[src/pkg/por_crc_pkg.sv]
// constants for the power-on and configuration-check interrupt block
`default_nettype none
package por_crc_pkg;
    // serial framing, counted in sck falling edges after chip-select fall
    localparam logic [4:0] STATUS_LAST_FALL = 5'h08;
    localparam logic [4:0] IRQ_LAST_FALL = 5'h10;
    localparam logic [4:0] FALL_CNT_MAX = 5'h1F;
    localparam logic [3:0] IRQ_REG_ADDR = 4'h5;
    localparam logic [7:0] UNLOCK_KEY = 8'hA5;
    // register-map checksum
    localparam logic [15:0] CRC_POLY = 16'h8005;
    localparam logic [15:0] CRC_INIT = 16'hFFFF;
    localparam int MAP_BYTES = 8;
    localparam int MAP_W = MAP_BYTES * 8;
    localparam logic [2:0] MAP_LAST = 3'h7;
    // pin synchroniser: bit0 avdd_ok, bit1 dvdd_ok, bit2 cs_n, bit3 sck
    localparam int SYNC_W = 4;
    localparam logic [3:0] SYNC_RST = 4'h4;
    // values after reset
    localparam logic POR_PEND_RST = 1'b1;
    localparam logic FLAG_IDLE_RST = 1'b1;
    localparam logic IRQ_PIN_RST = 1'b0;
endpackage
`default_nettype wire

[src/crc16_check.sv]
// continuous CRC-16 walk over the register map image with mismatch pulse
`default_nettype none
module crc16_check (
    input wire logic clk,
    input wire logic rst_n,
    input wire logic run,
    input wire logic restart,
    input wire logic [por_crc_pkg::MAP_W-1:0] map_flat,
    output logic mismatch
);
    import por_crc_pkg::*;

    logic [2:0] idx_ff;
    logic [15:0] crc_ff;
    logic [15:0] ref_ff;
    logic ref_ok_ff;
    logic mismatch_ff;
    logic [15:0] nxt_crc;
    logic [7:0] cur_byte;

    // msb-first byte update
    function automatic logic [15:0] crc16_byte(input logic [15:0] c, input logic [7:0] d);
        logic [15:0] r;
        r = c;
        for (int i = 7; i >= 0; i--) begin
            if (r[15] ^ d[i]) begin
                r = {r[14:0], 1'b0} ^ CRC_POLY;
            end else begin
                r = {r[14:0], 1'b0};
            end
        end
        return r;
    endfunction

    assign cur_byte = map_flat[{idx_ff, 3'b000} +: 8];
    assign nxt_crc = crc16_byte(crc_ff, cur_byte);

    // first full pass after start becomes the reference; later passes compare
    always_ff @(posedge clk or negedge rst_n) begin
        if (!rst_n) begin
            idx_ff <= 3'h0;
            crc_ff <= CRC_INIT;
            ref_ff <= 16'h0000;
            ref_ok_ff <= 1'b0;
            mismatch_ff <= 1'b0;
        end else if (!run || restart) begin
            // halted or restarted: forget reference, start from scratch
            idx_ff <= 3'h0;
            crc_ff <= CRC_INIT;
            ref_ok_ff <= 1'b0;
            mismatch_ff <= 1'b0;
        end else begin
            mismatch_ff <= 1'b0;
            if (idx_ff == MAP_LAST) begin
                idx_ff <= 3'h0;
                crc_ff <= CRC_INIT;
                if (!ref_ok_ff) begin
                    ref_ff <= nxt_crc;
                    ref_ok_ff <= 1'b1;
                end else if (nxt_crc != ref_ff) begin
                    mismatch_ff <= 1'b1;
                end
            end else begin
                idx_ff <= idx_ff + 3'h1;
                crc_ff <= nxt_crc;
            end
        end
    end

    assign mismatch = mismatch_ff;

    AST_CRC_HALT: assert property (@(posedge clk) disable iff (!rst_n)
        !run |=> !mismatch_ff) else $error("checksum error while halted");
endmodule
`default_nettype wire

[src/pin_sync.sv]
// two-flop synchroniser with falling-edge detect for outside pins
`default_nettype none
module pin_sync (
    input wire logic clk,
    input wire logic rst_n,
    input wire logic [por_crc_pkg::SYNC_W-1:0] din,
    output logic [por_crc_pkg::SYNC_W-1:0] level,
    output logic [por_crc_pkg::SYNC_W-1:0] fall
);
    import por_crc_pkg::*;

    logic [SYNC_W-1:0] meta_ff;
    logic [SYNC_W-1:0] sync_ff;
    logic [SYNC_W-1:0] prev_ff;

    // meta stage feeds only the second stage; edges use stages two and three
    always_ff @(posedge clk or negedge rst_n) begin
        if (!rst_n) begin
            meta_ff <= SYNC_RST;
            sync_ff <= SYNC_RST;
            prev_ff <= SYNC_RST;
        end else begin
            meta_ff <= din;
            sync_ff <= meta_ff;
            prev_ff <= sync_ff;
        end
    end

    assign level = sync_ff;
    assign fall = prev_ff & ~sync_ff;
endmodule
`default_nettype wire

[src/por_and_config_crc_interrupts.sv]
// power-on and configuration-check interrupt flags and interrupt pin
`default_nettype none
module por_and_config_crc_interrupts (
    input wire logic mclk,
    input wire logic nrst,
    input wire logic avdd_ok,
    input wire logic dvdd_ok,
    input wire logic cs_n,
    input wire logic sck,
    input wire logic addr_hit,
    input wire logic reg_read_start,
    input wire logic [3:0] reg_read_addr,
    input wire logic lock_wr,
    input wire logic [7:0] lock_data,
    input wire logic lock_active,
    input wire logic fast_restart,
    input wire logic [por_crc_pkg::MAP_W-1:0] map_flat,
    input wire logic irq_mode1,
    input wire logic modulator_bitstream_output_en,
    input wire logic modulator_bitstream_output_bit,
    input wire logic other_irq_n,
    output logic stat_por_n,
    output logic stat_cfg_n,
    output logic irqreg_por_n,
    output logic irqreg_cfg_n,
    output logic irq_n
);
    import por_crc_pkg::*;

    logic rst_meta_ff;
    logic rst_n_ff;
    logic rst_n;
    logic [SYNC_W-1:0] pin_lvl;
    logic [SYNC_W-1:0] pin_fall;
    logic supply_ok;
    logic cs_low;
    logic cs_fall;
    logic sck_fall;
    logic [4:0] fall_cnt_ff;
    logic status_done;
    logic irq_read_start;
    logic irq_rd_ff;
    logic irq_rd_done;
    logic crc_err;
    logic crc_run_ff;
    logic unlock;
    logic clear_cfg;
    logic stat_por_pend_ff;
    logic stat_cfg_pend_ff;
    logic irq_por_pend_ff;
    logic irq_cfg_pend_ff;
    logic por_pin_ff;
    logic cfg_pin_ff;
    logic por_req;
    logic cfg_req;
    logic stat_por_n_ff;
    logic stat_cfg_n_ff;
    logic irqreg_por_n_ff;
    logic irqreg_cfg_n_ff;
    logic irq_n_ff;
    logic nxt_irq_n;

    // reset release through two flops; assertion stays asynchronous
    always_ff @(posedge mclk or negedge nrst) begin
        if (!nrst) begin
            rst_meta_ff <= 1'b0;
            rst_n_ff <= 1'b0;
        end else begin
            rst_meta_ff <= 1'b1;
            rst_n_ff <= rst_meta_ff;
        end
    end
    assign rst_n = rst_n_ff;

    // supply monitors and serial pins come from outside the mclk domain
    pin_sync u_pin_sync (
        .clk(mclk),
        .rst_n(rst_n),
        .din({sck, cs_n, dvdd_ok, avdd_ok}),
        .level(pin_lvl),
        .fall(pin_fall)
    );

    assign supply_ok = pin_lvl[0] & pin_lvl[1];
    assign cs_low = ~pin_lvl[2];
    assign cs_fall = pin_fall[2];
    assign sck_fall = pin_fall[3] & cs_low;

    // sck falling edges in the current frame, saturating
    always_ff @(posedge mclk or negedge rst_n) begin
        if (!rst_n) begin
            fall_cnt_ff <= 5'h00;
        end else if (cs_fall) begin
            fall_cnt_ff <= 5'h00;
        end else if (sck_fall && fall_cnt_ff != FALL_CNT_MAX) begin
            fall_cnt_ff <= fall_cnt_ff + 5'h01;
        end
    end

    // status byte is the first byte out, ends on its last falling edge
    assign status_done = sck_fall && (fall_cnt_ff == STATUS_LAST_FALL - 5'h01);

    // interrupt register read: single byte after the command byte
    assign irq_read_start = reg_read_start && (reg_read_addr == IRQ_REG_ADDR);
    assign irq_rd_done = irq_rd_ff && sck_fall && (fall_cnt_ff == IRQ_LAST_FALL - 5'h01);

    always_ff @(posedge mclk or negedge rst_n) begin
        if (!rst_n) begin
            irq_rd_ff <= 1'b0;
        end else if (irq_read_start) begin
            irq_rd_ff <= 1'b1;
        end else if (irq_rd_done || !cs_low) begin
            // an aborted frame leaves the flags pending for the next read
            irq_rd_ff <= 1'b0;
        end
    end

    // checksum runs only while locked; unlock key stops it through a register, one cycle later
    assign unlock = lock_wr && (lock_data == UNLOCK_KEY);
    assign clear_cfg = unlock || fast_restart;

    always_ff @(posedge mclk or negedge rst_n) begin
        if (!rst_n) begin
            crc_run_ff <= 1'b0;
        end else begin
            crc_run_ff <= lock_active && !unlock;
        end
    end

    crc16_check u_crc16_check (
        .clk(mclk),
        .rst_n(rst_n),
        .run(crc_run_ff),
        .restart(fast_restart),
        .map_flat(map_flat),
        .mismatch(crc_err)
    );

    // status byte pending events; a new event beats the end-of-byte clear
    always_ff @(posedge mclk or negedge rst_n) begin
        if (!rst_n) begin
            stat_por_pend_ff <= POR_PEND_RST;
            stat_cfg_pend_ff <= 1'b0;
        end else begin
            if (!supply_ok) begin
                stat_por_pend_ff <= 1'b1;
            end else if (status_done) begin
                stat_por_pend_ff <= 1'b0;
            end
            if (crc_err) begin
                stat_cfg_pend_ff <= 1'b1;
            end else if (status_done) begin
                stat_cfg_pend_ff <= 1'b0;
            end
        end
    end

    // status byte image latched on address recognition, idle after the byte
    always_ff @(posedge mclk or negedge rst_n) begin
        if (!rst_n) begin
            stat_por_n_ff <= FLAG_IDLE_RST;
            stat_cfg_n_ff <= FLAG_IDLE_RST;
        end else if (addr_hit) begin
            stat_por_n_ff <= ~stat_por_pend_ff;
            stat_cfg_n_ff <= ~stat_cfg_pend_ff;
        end else if (status_done) begin
            stat_por_n_ff <= 1'b1;
            stat_cfg_n_ff <= 1'b1;
        end
    end

    // interrupt register pending events, set wins over the read clear
    always_ff @(posedge mclk or negedge rst_n) begin
        if (!rst_n) begin
            irq_por_pend_ff <= POR_PEND_RST;
            irq_cfg_pend_ff <= 1'b0;
        end else begin
            if (!supply_ok) begin
                irq_por_pend_ff <= 1'b1;
            end else if (irq_rd_done) begin
                irq_por_pend_ff <= 1'b0;
            end
            if (crc_err) begin
                irq_cfg_pend_ff <= 1'b1;
            end else if (irq_rd_done) begin
                irq_cfg_pend_ff <= 1'b0;
            end
        end
    end

    // interrupt register image latched at read start, idle after the read
    always_ff @(posedge mclk or negedge rst_n) begin
        if (!rst_n) begin
            irqreg_por_n_ff <= FLAG_IDLE_RST;
            irqreg_cfg_n_ff <= FLAG_IDLE_RST;
        end else if (irq_read_start) begin
            irqreg_por_n_ff <= ~irq_por_pend_ff;
            irqreg_cfg_n_ff <= ~irq_cfg_pend_ff;
        end else if (irq_rd_done) begin
            irqreg_por_n_ff <= 1'b1;
            irqreg_cfg_n_ff <= 1'b1;
        end
    end

    // pin power-on source: held while any supply is low, freed by cs fall
    always_ff @(posedge mclk or negedge rst_n) begin
        if (!rst_n) begin
            por_pin_ff <= POR_PEND_RST;
        end else if (!supply_ok) begin
            por_pin_ff <= 1'b1;
        end else if (cs_fall) begin
            por_pin_ff <= 1'b0;
        end
    end

    // pin config-check source: only unlock or restart clears it
    always_ff @(posedge mclk or negedge rst_n) begin
        if (!rst_n) begin
            cfg_pin_ff <= 1'b0;
        end else if (crc_err) begin
            cfg_pin_ff <= 1'b1;
        end else if (clear_cfg) begin
            cfg_pin_ff <= 1'b0;
        end
    end

    // set terms feed the pin directly so a supply drop costs one cycle only
    assign por_req = por_pin_ff | ~supply_ok;
    assign cfg_req = cfg_pin_ff | crc_err;

    // priority: power-on, config-check, bitstream, then the other sources unless irq_mode1 holds the pin high
    always_comb begin
        if (por_req) begin
            nxt_irq_n = 1'b0;
        end else if (cfg_req) begin
            nxt_irq_n = 1'b0;
        end else if (modulator_bitstream_output_en) begin
            nxt_irq_n = modulator_bitstream_output_bit;
        end else if (irq_mode1) begin
            nxt_irq_n = 1'b1;
        end else begin
            nxt_irq_n = other_irq_n;
        end
    end

    always_ff @(posedge mclk or negedge rst_n) begin
        if (!rst_n) begin
            irq_n_ff <= IRQ_PIN_RST;
        end else begin
            irq_n_ff <= nxt_irq_n;
        end
    end

    assign stat_por_n = stat_por_n_ff;
    assign stat_cfg_n = stat_cfg_n_ff;
    assign irqreg_por_n = irqreg_por_n_ff;
    assign irqreg_cfg_n = irqreg_cfg_n_ff;
    assign irq_n = irq_n_ff;

    AST_PIN_POR_LOW: assert property (@(posedge mclk) disable iff (!rst_n)
        !supply_ok |=> !irq_n_ff) else $error("pin not low on supply drop");

    AST_POR_PIN_HOLD: assert property (@(posedge mclk) disable iff (!rst_n)
        por_pin_ff && !(cs_fall && supply_ok) |=> por_pin_ff)
        else $error("power-on pin source dropped early");

    AST_POR_PIN_RELEASE: assert property (@(posedge mclk) disable iff (!rst_n)
        por_pin_ff && cs_fall && supply_ok |=> !por_pin_ff)
        else $error("power-on pin source not released");

    AST_CFG_PIN_HOLD: assert property (@(posedge mclk) disable iff (!rst_n)
        cfg_pin_ff && !clear_cfg |=> cfg_pin_ff)
        else $error("config-check pin source dropped");

    AST_CFG_CLEAR: assert property (@(posedge mclk) disable iff (!rst_n)
        clear_cfg && !crc_err |=> !cfg_pin_ff) else $error("config-check not cleared");

    AST_CRC_ERR_SETS: assert property (@(posedge mclk) disable iff (!rst_n)
        crc_err |=> cfg_pin_ff && irq_cfg_pend_ff && stat_cfg_pend_ff)
        else $error("checksum error not recorded");

    AST_STAT_AFTER_BYTE: assert property (@(posedge mclk) disable iff (!rst_n)
        status_done && !addr_hit |=> stat_por_n_ff && stat_cfg_n_ff)
        else $error("status flags not idle after byte");

    AST_STAT_POR_CAPTURE: assert property (@(posedge mclk) disable iff (!rst_n)
        addr_hit && stat_por_pend_ff |=> !stat_por_n_ff)
        else $error("pending power-on not shown in status");

    AST_IRQREG_POR_CAPTURE: assert property (@(posedge mclk) disable iff (!rst_n)
        irq_read_start && irq_por_pend_ff |=> !irqreg_por_n_ff)
        else $error("pending power-on not shown in register");

    AST_IRQREG_DONE: assert property (@(posedge mclk) disable iff (!rst_n)
        irq_rd_done && !irq_read_start |=> irqreg_por_n_ff && irqreg_cfg_n_ff)
        else $error("register flags not idle after read");

    AST_MODE_GATE: assert property (@(posedge mclk) disable iff (!rst_n)
        irq_mode1 && !modulator_bitstream_output_en && !por_req && !cfg_req && !other_irq_n |=> irq_n_ff)
        else $error("other source pulled pin in restricted mode");

    AST_CFG_OVER_MODULATOR_BITSTREAM_OUTPUT: assert property (@(posedge mclk) disable iff (!rst_n)
        cfg_req && modulator_bitstream_output_en && modulator_bitstream_output_bit |=> !irq_n_ff)
        else $error("bitstream overrode config-check");
endmodule
`default_nettype wire

[config.mk]
export PLATFORM = sky130hd
export DESIGN_NAME = por_and_config_crc_interrupts
export DESIGN_NICKNAME = d
export VERILOG_FILES = /design/src/pkg/por_crc_pkg.sv /design/src/crc16_check.sv /design/src/pin_sync.sv /design/src/por_and_config_crc_interrupts.sv
export SDC_FILE = /design/constraint.sdc
export NUM_CORES = 1
export LEC_CHECK = 0
export ABC_CLOCK_PERIOD_IN_PS = 3390
export BUFFER_PORTS_ARGS = -buffer_cell sky130_fd_sc_hd__buf_2
export CAP_MARGIN = 20
export CORE_ASPECT_RATIO = 0.5
export CORE_MARGIN = 8
export CORE_UTILIZATION = 35
export CTS_BUF_LIST = sky130_fd_sc_hd__clkbuf_8
export CTS_CLUSTER_DIAMETER = 200
export CTS_CLUSTER_SIZE = 25
export DETAILED_ROUTE_END_ITERATION = 12
export HOLD_SLACK_MARGIN = 0.08
export PLACE_DENSITY = 0.61
export SYNTH_ARGS = -nofsm -noshare
export SYNTH_HDL_FRONTEND = slang
export SYNTH_SLANG_ARGS = --single-unit
[constraint.sdc]
create_clock -name mclk -period 3.39 [get_ports mclk]
set_input_delay 0.5085 -clock mclk [delete_from_list [all_inputs] [get_ports mclk]]
set_output_delay 0.5085 -clock mclk [all_outputs]
set_load 0.01 [all_outputs]
==> reports/metrics.cfg <==
[pwr]
finalPower_uw = 2090
cell_internal_pwr_uw = 1490
ir_worst_vdd_v = 0.000196
total_leakage_power_uw = 0.00204
power_dens_cells_nw_per_um2 = 475
switching_share = 0.289
p_clk_frac = 0.271
power.net_switching_uw = 603
seqPwrFrac = 0.440
power.share.combinational = 0.289

[yosys]
synth.cell_area_sq_um = 3590
syn_inst = 295
postSynthRegisterBits = 67
postSynth.topFlopCell = sky130_fd_sc_hd__dfrtp_1
synth_nets = 391
netlist-cell-type-count = 58
synth.yosys.seq_area_share = 0.476
syn_area_per_cell_sq_um = 12.2
synth_enable_flop_cells = 0
yosys_warnings = 0
share_of_flip_flops_with_an_asynchronous_set_or_reset = 1.00

[timing]
fmax_mhz = 335
timing.setup.tns_ps = 0
report.final.setup_viol = 0
worst_slew_margin_rel = 0.510
worst_slew_pin_slew_ps = 733
grt_setup_unrepaired = no
finalClockSkew_ps = 6.62
timing.final.hold_violations = 0
timing.final.crit_share = 0.880
post-route-min-period_ps = 2980
report.final.slew_viol_count = 0

[cells_and_area]
layout.cells.most_common = sky130_fd_sc_hd__buf_2
nFillCells = 994
final_cell_mix = 95 x sky130_fd_sc_hd__buf_2, 40 x sky130_fd_sc_hd__dfrtp_1, 34 x sky130_fd_sc_hd__nand2_1
drive_gt1_frac = 0.425
multiInputGateArea_sq_um = 1790
syn2layout_area_growth_pct = 22.4
regArea_sq_um = 1710
antennaDiodeCount = 0
nets = 496

[cts]
clkLatencyLatePin_ps = 350
clock_edge_transition_at_the_registers_on_the_reported_setup_and_hold_paths_ps = 70
number_of_h_tree_levels = 3
tritoncts_clock_tree = done
cts-root-to-sink-buffers = 2
post-cts-setup-buffer-count = 0
cts_root_buffer = sky130_fd_sc_hd__clkbuf_8
numClockSinks = 67
cts_made_buffers = 9

[flow_run]
drv.max_cap_violation_count = 0

[drt]
wire_per_inst_um = 14.4
drt_pre_antenna_iters = 4
detail-route-antenna-nets = 0
drt_iter0_drc = 95
routed-via-count = 2487
postRouteWirelength_um = 7860
post-route-drc-count = 0
via_per_instance_ratio = 4.56

[place]
placer_congestion = 0.770
place_hpwl_um = 6170
io_buffers = 95

[floorplanning]
coreArea_sq_um = 10100
fp.dieArea_sq_um = 13900
initial_utilization = 0.356
row_count = 26
die_w_um = 159
ios = 96
floorplan.die.height_um = 87.6

[grt]
globalRoute.totalOverflow = 0
grt_max_degree = 36
first_global_vias = 2501
global_route_usage_over_all_layers = 0.113
grt_antenna_before_repair = 0
grt_first_pass_wirelength_um = 12300

[hold_path]
hp-class = in2reg

[worst_setup_path]
worstSetupStartpointType = flip-flop
timing.critical_path.arrival_ps = 3260
cp_data_required_time_ps = 3660
setup.worst_path.class = reg2reg
worst-r2r-setup-slack_ps = 410
worstSetupEndpointType = flip-flop
timing.critical_path.fanout_max = 11

[status]
status = complete, no violations

power groups by stage:
stage / clock network, uW / registers [uW] / logic (uW)
finish: 566 / 919 / 604
global route: 620 / 927 / 662
CTS: 583 / 921 / 611
detailed placement: 0 / 935 / 608
global placement: 0 / 934 / 601
floorplan: 0 / 929 / 475
cell type report:
| type | instances | area share |
|---|---|---|
| Clock buffer | 10 | 0.0313 |
| Sequential cell | 67 | 0.389 |
| Inverter | 2 | 0.00171 |
| Tap cell | 140 | 0.0399 |
| Timing Repair Buffer | 104 | 0.124 |
| Multi-Input combinational cell | 216 | 0.408 |
| Clock inverter | 6 | 0.00626 |
stage by stage:
step / area, sq um / hold slack, ps / util / std cells / setup WS [ps]
3_5_place_dp: 4220 / 294 / 0.418 / 528 / 382
3_3_place_gp: 4220 / 293 / 0.418 / 528 / 476
4_1_cts: 4400 / 237 / 0.436 / 545 / 386
6_report: 4400 / 256 / 0.436 / 545 / 408
2_1_floorplan: 3590 / 213 / - / 295 / 702
5_1_grt: 4400 / 239 / 0.436 / 545 / 225
cell families after synthesis:
kind of cell / share of synthesized area
AO/OA/AOI/OAI: 0.0809
XOR/XNOR: 0.147
buffers and inverters: 0.0247
multiplexers: 0.125
adder cells (fa/ha/maj): 0.0174
AND/OR/NAND/NOR: 0.127
flip-flops: 0.476
other: 0.00104
sequential cells by signal (all words and copies together) (netlist names), 2 cells and up:
signal,cells
u_crc16_check.ref_ff,16
u_pin_sync.prev_ff,2
u_pin_sync.level,4
fall_cnt_ff,5
u_crc16_check.idx_ff,3
u_crc16_check.crc_ff,16
u_pin_sync.meta_ff,4
critical path, cell delays in order (launching register included):
cell	delay (ps)
sky130_fd_sc_hd__dfrtp_1	620
sky130_fd_sc_hd__mux2i_1	140
sky130_fd_sc_hd__mux4_2	500
sky130_fd_sc_hd__xor2_1	280
sky130_fd_sc_hd__xnor3_2	320
sky130_fd_sc_hd__xnor3_2	450
sky130_fd_sc_hd__xor3_1	280
sky130_fd_sc_hd__xor2_1	160
sky130_fd_sc_hd__a31oi_1	160
worst paths after layout:
check	cells past startpoint	startpoint	endpoint
setup / recovery	8	u_crc16_check.idx_ff[1]	u_crc16_check.mismatch
hold / removal	1	cs_n	u_pin_sync.meta_ff[2]
setup reg to reg	8	u_crc16_check.idx_ff[1]	u_crc16_check.mismatch
hold reg to reg	0	rst_n	u_crc16_check.ref_ff[8]
max in group asynchronous	1	rst_n	irqreg_por_n
min in group asynchronous	0	rst_n	u_crc16_check.ref_ff[8]
layer usage:
layer	share of wire	wire length, um	GRT usage	up-vias
met1	0.42	3290	0.130	1197
met4	0.012	95	0.0357	0
met2	0.54	4210	0.200	24
li1	-	-	-	1258
met5	0	0	0	-
met3	0.034	264	0.0394	8
cells in the mapped netlist, types with 6 or more instances:
library cell / instances / area [sq um]
sky130_fd_sc_hd__dfrtp_1: 41 / 1030
sky130_fd_sc_hd__nand2_1: 34 / 128
sky130_fd_sc_hd__dfstp_2: 26 / 683
sky130_fd_sc_hd__mux2i_1: 18 / 180
sky130_fd_sc_hd__xnor2_1: 17 / 149
sky130_fd_sc_hd__mux2_2: 14 / 158
sky130_fd_sc_hd__o21ai_0: 13 / 65.1
sky130_fd_sc_hd__xor2_1: 11 / 96.3
sky130_fd_sc_hd__nor2_1: 10 / 37.5
sky130_fd_sc_hd__a21oi_1: 7 / 35.0
sky130_fd_sc_hd__nand2b_1: 7 / 43.8
sky130_fd_sc_hd__nor2b_1: 6 / 37.5
sky130_fd_sc_hd__o22ai_1: 6 / 37.5
timing repair:
| action | CTS | global route |
|---|---|---|
| hold buffers | 1 | 0 |
| gates resized for setup | 0 | 0 |
| endpoints found under the hold margin | 2 | 0 |
| endpoints found under the setup margin | 0 | 0 |
Note: power is estimated with default switching activity, not from simulation.
